`config.mk`:
```
export PLATFORM = sky130hd
export DESIGN_NAME = spi_buf
export DESIGN_NICKNAME = d
export VERILOG_FILES = /design/src/rtl/spi_buf_pkg.sv /design/src/rtl/spi_buf.sv
export VERILOG_INCLUDE_DIRS = /design/src /design/src/rtl
export SDC_FILE = /design/constraint.sdc
export NUM_CORES = 1
export LEC_CHECK = 0
export BUFFER_PORTS_ARGS = -buffer_cell sky130_fd_sc_hd__buf_4
export CAP_MARGIN = 25
export CORE_AREA = 2 2 138 140
export CTS_CLUSTER_DIAMETER = 60
export DETAILED_ROUTE_END_ITERATION = 7
export DIE_AREA = 0 0 140 142
export SLEW_MARGIN = 15
export SYNTH_ARGS = -nofsm -noshare
export SYNTH_HDL_FRONTEND = slang
export SYNTH_SLANG_ARGS = --single-unit
```
`constraint.sdc`:
```
create_clock -name mclk -period 4.2 [get_ports mclk]
set_input_delay 0.42 -clock mclk [delete_from_list [all_inputs] [get_ports mclk]]
set_output_delay 0.42 -clock mclk [all_outputs]
set_load 0.005 [all_outputs]
```
`src/rtl/spi_buf_consts.svh`:
```
`ifndef SPI_BUF_CONSTS_SVH
`define SPI_BUF_CONSTS_SVH

// ****************************************
// register indices, byte address = 4 * index
// ****************************************
`define REG_IDX_CTRL_A 6'h00
`define REG_IDX_CTRL_B 6'h01
`define REG_IDX_IRQ_MASK 6'h02
`define REG_IDX_FLAGS 6'h03
`define REG_IDX_DATA 6'h04

// ****************************************
// field positions
// ****************************************
`define BIT_ENABLE 0
`define BIT_HOST_SELECT 5
`define BIT_BUFFER_MODE_ENABLE 7
`define BIT_SELECT_LINE_DISABLE 2
`define BIT_RX_COMPLETE 7
`define BIT_TRANSFER_COMPLETE 6
`define BIT_TX_EMPTY 5
`define BIT_SELECT_TAKEOVER 4
`define BIT_OVERFLOW 0

// ****************************************
// reset values and timing
// ****************************************
`define RESET_BYTE 8'h00
`define BITS_PER_BYTE 4'h8
`define RX_DEPTH 2'h2
`define AXI_OKAY 2'b00
`define AXI_SLVERR 2'b10

`endif

```
`src/rtl/spi_buf_pkg.sv`:
```
package spi_buf_pkg;

  typedef enum logic [0:0] {
    ENG_IDLE = 1'b0,
    ENG_RUN = 1'b1
  } eng_e;

  typedef struct packed {
    logic sck;
    logic copi;
    logic cipo;
    logic ss_n;
  } spi_in_s;

  typedef struct packed {
    logic sck;
    logic sck_oe;
    logic copi;
    logic copi_oe;
    logic cipo;
    logic cipo_oe;
  } spi_out_s;

endpackage

```
`src/rtl/spi_buf.sv`:
```
// Functional notes
// - buffer mode: receive flag set while bytes unread, clears when empty or on write-one
// - buffer mode: transfer flag set when shifter empties with no new byte buffered; write-one clears
// - transmit-empty flag reads one when buffer empty, zero while holding a byte
// - writing data in buffer mode clears the transmit-empty flag
// - takeover flag set when host select pin driven low, unless select disabled
// - overflow set when two bytes buffered and a third completes
// - with no transmit data, overflow waits until the next transfer starts
// - overflow cleared by data read or write-one
// - host: data write starts transfer; client: write only stages the byte
// - normal mode: write loads shifter, read returns receive data register
// - buffer mode: write fills transmit buffer, read pops buffer and advances
// - buffer mode only when buffer enable is one
// - select pin low in host operation clears host select, unless select disabled
`include "spi_buf_consts.svh"
`timescale 1ns/1ps
`default_nettype none

module spi_buf
  import spi_buf_pkg::*;
#(
  parameter int ADDR_W = 8,
  parameter logic [7:0] SCK_HALF = 8'h04
) (
  input wire logic mclk,
  input wire logic reset,
  input wire logic [ADDR_W-1:0] awaddr,
  input wire logic awvalid,
  output logic awready,
  input wire logic [31:0] wdata,
  input wire logic [3:0] wstrb,
  input wire logic wvalid,
  output logic wready,
  output logic [1:0] bresp,
  output logic bvalid,
  input wire logic bready,
  input wire logic [ADDR_W-1:0] araddr,
  input wire logic arvalid,
  output logic arready,
  output logic [31:0] rdata,
  output logic [1:0] rresp,
  output logic rvalid,
  input wire logic rready,
  input wire spi_in_s spi_in,
  output spi_out_s spi_out,
  output logic irq
);

  typedef struct packed {
    logic awready;
    logic wready;
    logic aw_got;
    logic [ADDR_W-1:0] aw_addr;
    logic w_got;
    logic [7:0] w_byte;
    logic w_lane0;
    logic bvalid;
    logic [1:0] bresp;
    logic arready;
    logic rvalid;
    logic [1:0] rresp;
    logic [31:0] rdata;
    logic enable;
    logic host;
    logic buffer_mode_enable;
    logic select_line_disable;
    logic [7:0] mask;
    logic rxc;
    logic txc;
    logic ssf;
    logic ovf;
    logic ovf_pend;
    logic [7:0] txb;
    logic txb_v;
    logic [7:0] rxb0;
    logic [7:0] rxb1;
    logic [1:0] rxn;
    logic [7:0] rdr;
    logic rdr_v;
    logic [7:0] sh;
    logic [3:0] cnt;
    logic [7:0] ph;
    logic sck;
    logic smp;
    eng_e eng;
    spi_in_s s1;
    spi_in_s s2;
    spi_in_s s3;
    logic irq;
  } state_s;

  state_s st_q;
  state_s st_d;

  // word-aligned and inside the map
  function automatic logic addr_ok(input logic [ADDR_W-1:0] a);
    addr_ok = (a[1:0] == 2'b00) && (a[ADDR_W-1:2] <= (ADDR_W-2)'(`REG_IDX_DATA));
  endfunction

  function automatic logic [5:0] addr_idx(input logic [ADDR_W-1:0] a);
    addr_idx = 6'(a[ADDR_W-1:2]);
  endfunction

  function automatic logic [7:0] flags_of(input state_s s);
    flags_of = `RESET_BYTE;
    flags_of[`BIT_RX_COMPLETE] = s.rxc;
    flags_of[`BIT_TRANSFER_COMPLETE] = s.txc;
    flags_of[`BIT_TX_EMPTY] = !s.txb_v;
    flags_of[`BIT_SELECT_TAKEOVER] = s.ssf;
    flags_of[`BIT_OVERFLOW] = s.ovf;
  endfunction

  // ****************************************
  // next state
  // ****************************************
  always_comb begin
    logic do_write;
    logic [5:0] widx;
    logic [5:0] ridx;
    logic rise;
    logic xfer_start;
    logic done;
    logic go;
    logic [7:0] fl;
    do_write = 1'b0;
    widx = 6'h00;
    ridx = 6'h00;
    rise = 1'b0;
    xfer_start = 1'b0;
    done = 1'b0;
    go = 1'b0;
    fl = `RESET_BYTE;
    st_d = st_q;

    // pins pass two flops; s3 only serves edge detection
    st_d.s1 = spi_in;
    st_d.s2 = st_q.s1;
    st_d.s3 = st_q.s2;
    rise = st_q.s2.sck && !st_q.s3.sck;

    // ---- write channel: address and data taken in either order
    if (awvalid && st_q.awready) begin
      st_d.aw_got = 1'b1;
      st_d.aw_addr = awaddr;
    end
    if (wvalid && st_q.wready) begin
      st_d.w_got = 1'b1;
      st_d.w_byte = wdata[7:0];
      st_d.w_lane0 = wstrb[0];
    end
    if (bvalid && bready) begin
      st_d.bvalid = 1'b0;
    end
    if (st_q.aw_got && st_q.w_got && !st_q.bvalid) begin
      st_d.aw_got = 1'b0;
      st_d.w_got = 1'b0;
      st_d.bvalid = 1'b1;
      st_d.bresp = addr_ok(st_q.aw_addr) ? `AXI_OKAY : `AXI_SLVERR;
      do_write = addr_ok(st_q.aw_addr) && st_q.w_lane0;
      widx = addr_idx(st_q.aw_addr);
    end

    if (do_write) begin
      case (widx)
        `REG_IDX_CTRL_A: begin
          st_d.enable = st_q.w_byte[`BIT_ENABLE];
          st_d.host = st_q.w_byte[`BIT_HOST_SELECT];
        end
        `REG_IDX_CTRL_B: begin
          st_d.buffer_mode_enable = st_q.w_byte[`BIT_BUFFER_MODE_ENABLE];
          st_d.select_line_disable = st_q.w_byte[`BIT_SELECT_LINE_DISABLE];
        end
        `REG_IDX_IRQ_MASK: st_d.mask = st_q.w_byte;
        `REG_IDX_FLAGS: begin
          if (st_q.w_byte[`BIT_RX_COMPLETE]) st_d.rxc = 1'b0;
          if (st_q.w_byte[`BIT_TRANSFER_COMPLETE]) st_d.txc = 1'b0;
          if (st_q.w_byte[`BIT_SELECT_TAKEOVER]) st_d.ssf = 1'b0;
          if (st_q.w_byte[`BIT_OVERFLOW]) st_d.ovf = 1'b0;
        end
        `REG_IDX_DATA: begin
          if (st_q.buffer_mode_enable) begin
            // fill transmit buffer, empty flag drops
            st_d.txb = st_q.w_byte;
            st_d.txb_v = 1'b1;
          end else if (st_q.eng == ENG_IDLE && st_q.cnt == 4'h0) begin
            // load shifter directly; busy writes are dropped
            st_d.sh = st_q.w_byte;
            go = st_q.host;
          end
        end
        default: ;
      endcase
    end

    // ---- read channel
    if (rvalid && rready) begin
      st_d.rvalid = 1'b0;
    end
    if (arvalid && st_q.arready) begin
      ridx = addr_idx(araddr);
      st_d.rvalid = 1'b1;
      st_d.rresp = addr_ok(araddr) ? `AXI_OKAY : `AXI_SLVERR;
      st_d.rdata = 32'h0000_0000;
      fl = flags_of(st_q);
      if (addr_ok(araddr)) begin
        case (ridx)
          `REG_IDX_CTRL_A: begin
            st_d.rdata[`BIT_ENABLE] = st_q.enable;
            st_d.rdata[`BIT_HOST_SELECT] = st_q.host;
          end
          `REG_IDX_CTRL_B: begin
            st_d.rdata[`BIT_BUFFER_MODE_ENABLE] = st_q.buffer_mode_enable;
            st_d.rdata[`BIT_SELECT_LINE_DISABLE] = st_q.select_line_disable;
          end
          `REG_IDX_IRQ_MASK: st_d.rdata[7:0] = st_q.mask;
          `REG_IDX_FLAGS: st_d.rdata[7:0] = fl;
          `REG_IDX_DATA: begin
            st_d.ovf = 1'b0;
            if (st_q.buffer_mode_enable) begin
              // oldest byte out, receive data register moves up
              st_d.rdata[7:0] = st_q.rxb0;
              if (st_q.rxn != 2'h0) begin
                st_d.rxb0 = st_q.rxb1;
                if (st_q.rdr_v && st_q.rxn == `RX_DEPTH) begin
                  st_d.rxb1 = st_q.rdr;
                  st_d.rdr_v = 1'b0;
                end else begin
                  st_d.rxn = st_q.rxn - 2'h1;
                end
                if (st_q.rxn == 2'h1 && !(st_q.rdr_v)) st_d.rxc = 1'b0;
              end
            end else begin
              st_d.rdata[7:0] = st_q.rdr;
            end
          end
          default: ;
        endcase
      end
    end

    // ---- shift engine, mode 0, msb first
    // a client keeps the byte staged until its host selects it
    if (st_q.buffer_mode_enable && st_q.eng == ENG_IDLE && st_q.cnt == 4'h0 && st_q.txb_v && (st_q.host || !st_q.s2.ss_n)) begin
      // byte leaves buffer, empty flag rises
      st_d.sh = st_q.txb;
      st_d.txb_v = 1'b0;
      // host starts from the buffer, client waits for its host
      go = st_q.host;
    end
    if (!st_q.enable) begin
      st_d.eng = ENG_IDLE;
      st_d.sck = 1'b0;
      st_d.cnt = 4'h0;
    end else if (st_q.host) begin
      case (st_q.eng)
        ENG_IDLE: begin
          if (go) begin
            st_d.eng = ENG_RUN;
            st_d.ph = 8'h00;
            st_d.cnt = 4'h0;
            st_d.sck = 1'b0;
            xfer_start = 1'b1;
          end
        end
        ENG_RUN: begin
          if (st_q.ph == SCK_HALF - 8'h01) begin
            st_d.ph = 8'h00;
            // sample on the rise, shift on the fall, so data never moves with a rising edge
            if (!st_q.sck) begin
              st_d.sck = 1'b1;
              st_d.smp = st_q.s2.cipo;
              st_d.cnt = st_q.cnt + 4'h1;
            end else begin
              st_d.sck = 1'b0;
              st_d.sh = {st_d.sh[6:0], st_q.smp};
              if (st_q.cnt == `BITS_PER_BYTE) begin
                st_d.eng = ENG_IDLE;
                st_d.cnt = 4'h0;
                done = 1'b1;
              end
            end
          end else begin
            st_d.ph = st_q.ph + 8'h01;
          end
        end
        default: st_d.eng = ENG_IDLE;
      endcase
    end else begin
      st_d.eng = ENG_IDLE;
      st_d.sck = 1'b0;
      if (st_q.s2.ss_n) begin
        st_d.cnt = 4'h0;
      end else if (rise) begin
        xfer_start = (st_q.cnt == 4'h0);
        st_d.sh = {st_d.sh[6:0], st_q.s2.copi};
        st_d.cnt = st_q.cnt + 4'h1;
        if (st_q.cnt == `BITS_PER_BYTE - 4'h1) begin
          st_d.cnt = 4'h0;
          done = 1'b1;
        end
      end
    end

    // deferred overflow lands at the next transfer start
    if (xfer_start && st_q.ovf_pend) begin
      st_d.ovf = 1'b1;
      st_d.ovf_pend = 1'b0;
    end

    // ---- byte completion; sets come after clears so they win
    if (done) begin
      if (!st_q.buffer_mode_enable) begin
        st_d.rdr = st_d.sh;
        st_d.rxc = 1'b1;
      end else begin
        st_d.rxc = 1'b1;
        if (st_d.rxn == 2'h0) begin
          st_d.rxb0 = st_d.sh;
          st_d.rxn = 2'h1;
        end else if (st_d.rxn == 2'h1) begin
          st_d.rxb1 = st_d.sh;
          st_d.rxn = `RX_DEPTH;
        end else begin
          // third byte on a full buffer
          st_d.rdr = st_d.sh;
          st_d.rdr_v = 1'b1;
          if (st_d.txb_v) st_d.ovf = 1'b1;
          else st_d.ovf_pend = 1'b1;
        end
        if (!st_d.txb_v) st_d.txc = 1'b1;
      end
    end

    // external select low forces client operation unless the select line is disabled
    if (st_q.enable && st_q.host && !st_q.select_line_disable && !st_q.s2.ss_n) begin
      st_d.host = 1'b0;
      st_d.ssf = 1'b1;
      st_d.eng = ENG_IDLE;
      st_d.sck = 1'b0;
      st_d.cnt = 4'h0;
    end

    // buffer-only flags stay quiet in normal mode
    if (!st_d.buffer_mode_enable) begin
      st_d.txc = 1'b0;
      st_d.ovf_pend = 1'b0;
    end

    st_d.awready = !st_d.aw_got && !st_d.bvalid;
    st_d.wready = !st_d.w_got && !st_d.bvalid;
    st_d.arready = !st_d.rvalid;
    // level interrupt from unmasked flags
    st_d.irq = |(flags_of(st_d) & st_d.mask);
  end

  // ****************************************
  // state register
  // ****************************************
  always_ff @(posedge mclk or posedge reset) begin
    if (reset) begin
      st_q <= '0;
      st_q.s1 <= 4'hf;
      st_q.s2 <= 4'hf;
      st_q.s3 <= 4'hf;
    end else begin
      st_q <= st_d;
    end
  end

  // ****************************************
  // outputs from flops; the three drive enables are ANDs of flops
  // ****************************************
  assign awready = st_q.awready;
  assign wready = st_q.wready;
  assign bvalid = st_q.bvalid;
  assign bresp = st_q.bresp;
  assign arready = st_q.arready;
  assign rvalid = st_q.rvalid;
  assign rresp = st_q.rresp;
  assign rdata = st_q.rdata;
  assign irq = st_q.irq;
  assign spi_out.sck = st_q.sck;
  assign spi_out.sck_oe = st_q.enable & st_q.host;
  assign spi_out.copi = st_q.sh[7];
  assign spi_out.copi_oe = st_q.enable & st_q.host;
  assign spi_out.cipo = st_q.sh[7];
  // miso only driven while selected, so several clients can share it
  assign spi_out.cipo_oe = st_q.enable & !st_q.host & !st_q.s2.ss_n;

endmodule // spi_buf

`default_nettype wire

```
==> reports/metrics.cfg <==
[outcome]
violations=DRC
status=complete, but fails checks

[die]
coreArea_sq_mm=0.0185
io-pin-count=111
dieArea_sq_mm=0.0199
rows=50
start_util_pct=33.2
die_h_microns=142
die_w_microns=140

[logic_synthesis]
synth_warnings=0
synthMuxAreaShare_pct=14.3
synthCells=564
synth_simple_gate_area_share_pct=13.7
synth_fa_ha_area_share_pct=1.84
synthArstFlopShare_pct=100
syn_avg_cell_area_sq_um=10.9
ys_ff_latch=120
synth-edff-count=0
synth-compound-area-share_pct=12.2
synth_cell_types=64
synth-xor-area-share_pct=0.715
netlist_area_sq_mm=0.00613
ys.flop_type=dfrtp_1
synth_top_family_by_area=multiplexers
synth_seq_area_share_pct=49.2

[drt]
via_per_inst=5.18
wl_per_cell_microns=16.5
wirelength_microns=14200
drt_iter0_drc=371
drc_errors=11
dr.pass1.iters=7
drt.antenna.violating_nets=0
vias=4441

[clocking]
cts.sinks=120
cts_buffers=17
cts_tree=done
clockBufferDepth=2
cts_resized=0
cts_hold_buffers=0
cts_htree_levels=4
post-cts-setup-buffers=0
clk_pin_slew_ps=50
cts-root-buf=clkbuf_16
clock_latency_ps=420

[hold_path]
hp-class=in -> reg

[cells_and_area]
final_cell_mix=111 x dfrtp_1, 64 x buf_4, 46 x mux2_2, 44 x o21ai_0, 44 x nand2_1
area_growth_pct=16.8
n_antenna_cell=0
fin_cells=858
drive_above_1_share_pct=24.5
fin_nets=683
layout_commonest_cell=dfrtp_1
fill_cells=1776

[placement]
placedCellCount=826
place_ws_ps=541
dp_hpwl_microns=10300
portBuffers=57
gp_congestion=0.905

[critical_path]
crit_arrival_ps=3560
crit_path_top_delay_cell=nand3_1
cp_cell_sequence=buf_4 > nor3_1 > nand3_1 > nor4b_2 > nand2_1 > xnor2_1 > ha_1 > o21ai_0 > nand2b_1 > mux2_2
critPathRequiredTime_ps=4490
slowest_delay_ps=470
crit_fanout=15
cp-start-kind=input pin
rrSetupSlack_ps=980
critPathKind=in -> reg
end_kind=flop

[global_routing]
grt_pass1_wl_microns=23300
antenna_found_initial=0
grt_overflow=0
grt_max_degree=58
grt_usage_pct=15.0
grt_pass1_vias=4443

[timing]
setup_viol=0
period_minus_slack_ps=3270
relSlewSlack_pct=32.2
min_period_over_period_pct=78.0
fmax_mhz=305
hold_slack_ps=109
fin_ws_ps=925
worst_pin_slew_ps=1010
skew_ps=14.4
hold_viol=0
rsz0062_at_grt=no
tns_ps=0
slew_viol_final=0

[power]
power_density_mw_per_mm2=464
power.static_leakage_uw=0.00321
irDropWorstVdd_uv=471

[job]
cap_violations=0

-- stage by stage --
step	area, sq um	total power [uW]	util, %
final	7150	3320	38.8
after global placement	6600	1930	35.7
after floorplan	6220	1770	-
after global routing	7150	3470	38.8
after CTS	7150	3340	38.8
after detailed placement	6600	1960	35.7
-- final cells by class --
| class | instances | area (sq um) | area share, % |
|---|---|---|---|
| sequential | 120 | 3010 | 42.1 |
| clock buffer | 27 | 483 | 6.75 |
| inverter | 23 | 88.8 | 1.24 |
| clock inverter | 5 | 75.1 | 1.05 |
| tap | 234 | 293 | 4.09 |
| multi-input combinational | 385 | 2720 | 38.0 |
| timing repair buffer | 64 | 480 | 6.72 |
-- where the power goes --
part           leakage [uW]  switching [uW]  internal [uW]  total [uW]
Sequential          0.00153             191           1310        1500
Clock              0.000273             482            900        1380
Combinational       0.00141             204            230         434
Total               0.00321             878           2440        3320
-- cell usage after synthesis (4+ instances only) --
master      n  area [sq um]
a21oi_1    12          60.1
a22o_1      9          78.8
a22oi_1     5          37.5
a31oi_1     7          43.8
and2_1      5          31.3
and3_1      5          31.3
buf_2       4          20.0
buf_4      40           300
clkbuf_1   13          48.8
dfrtp_1   111          2780
dfstp_2     9           236
ha_1        9           113
inv_1      23          86.3
mux2_2     46           518
mux2i_1    36           360
nand2_1    44           165
nand2b_1    4          25.0
nand3_1    19          95.1
nor2_1     24          90.1
nor3_1     13          65.1
nor3b_1     4          30.0
o21ai_0    44           220
o22ai_1     7          43.8
-- critical path: cells and delay by family --
family                     cells  cell delay, ps
and+or+nand+nor                5            1910
muxes                          1             400
xor gates and xnor gates       1             330
adders and majority gates      1             290
buffers and inverters          1             110
AOI/OAI and AO/OA              1             110
-- flip-flops by register name, indices dropped and copies added, names as in the netlist --
name and flops:
arready 1, awready 1, bresp 1, bvalid 1, irq 1, rdata 8, rresp 1, rvalid 1
spi_out 2, st_d 8, st_q 94, wready 1
-- cell families (layout without fill, tap and decap cells) --
group | after synthesis | after routing
DFF | 120 | 120
AOI/OAI and AO/OA | 113 | 113
adders and majority gates | 9 | 9
buffers and inverters | 84 | 119
xor gates and xnor gates | 5 | 5
other | 1 | 26
and+or+nand+nor | 150 | 150
muxes | 82 | 82
-- metal layers --
| metal | vias up | share of wire, % | global-route usage (%) | wire length [microns] |
|---|---|---|---|---|
| met2 | 195 | 46 | 23.7 | 6500 |
| met5 | - | 0 | 0 | 0 |
| met1 | 2146 | 46 | 20.2 | 6470 |
| li1 | 2076 | - | - | - |
| met4 | 0 | 1.3 | 4.57 | 191 |
| met3 | 24 | 7.2 | 4.31 | 1020 |
-- worst paths after layout --
| kind | endpoint | from | depth (start not counted) |
|---|---|---|---|
| setup / recovery | st_q[42] | araddr[7] | 10 |
| min in group asynchronous | st_q[88] | reset | 2 |
| setup reg to reg | st_q[42] | arready | 9 |
| hold / removal | st_d[8] | spi_in[3] | 1 |
| max in group asynchronous | st_d[5] | reset | 3 |
| hold reg to reg | st_d[1] | st_d[5] | 0 |
No activity file was read; power rests on OpenSTA's default activity.
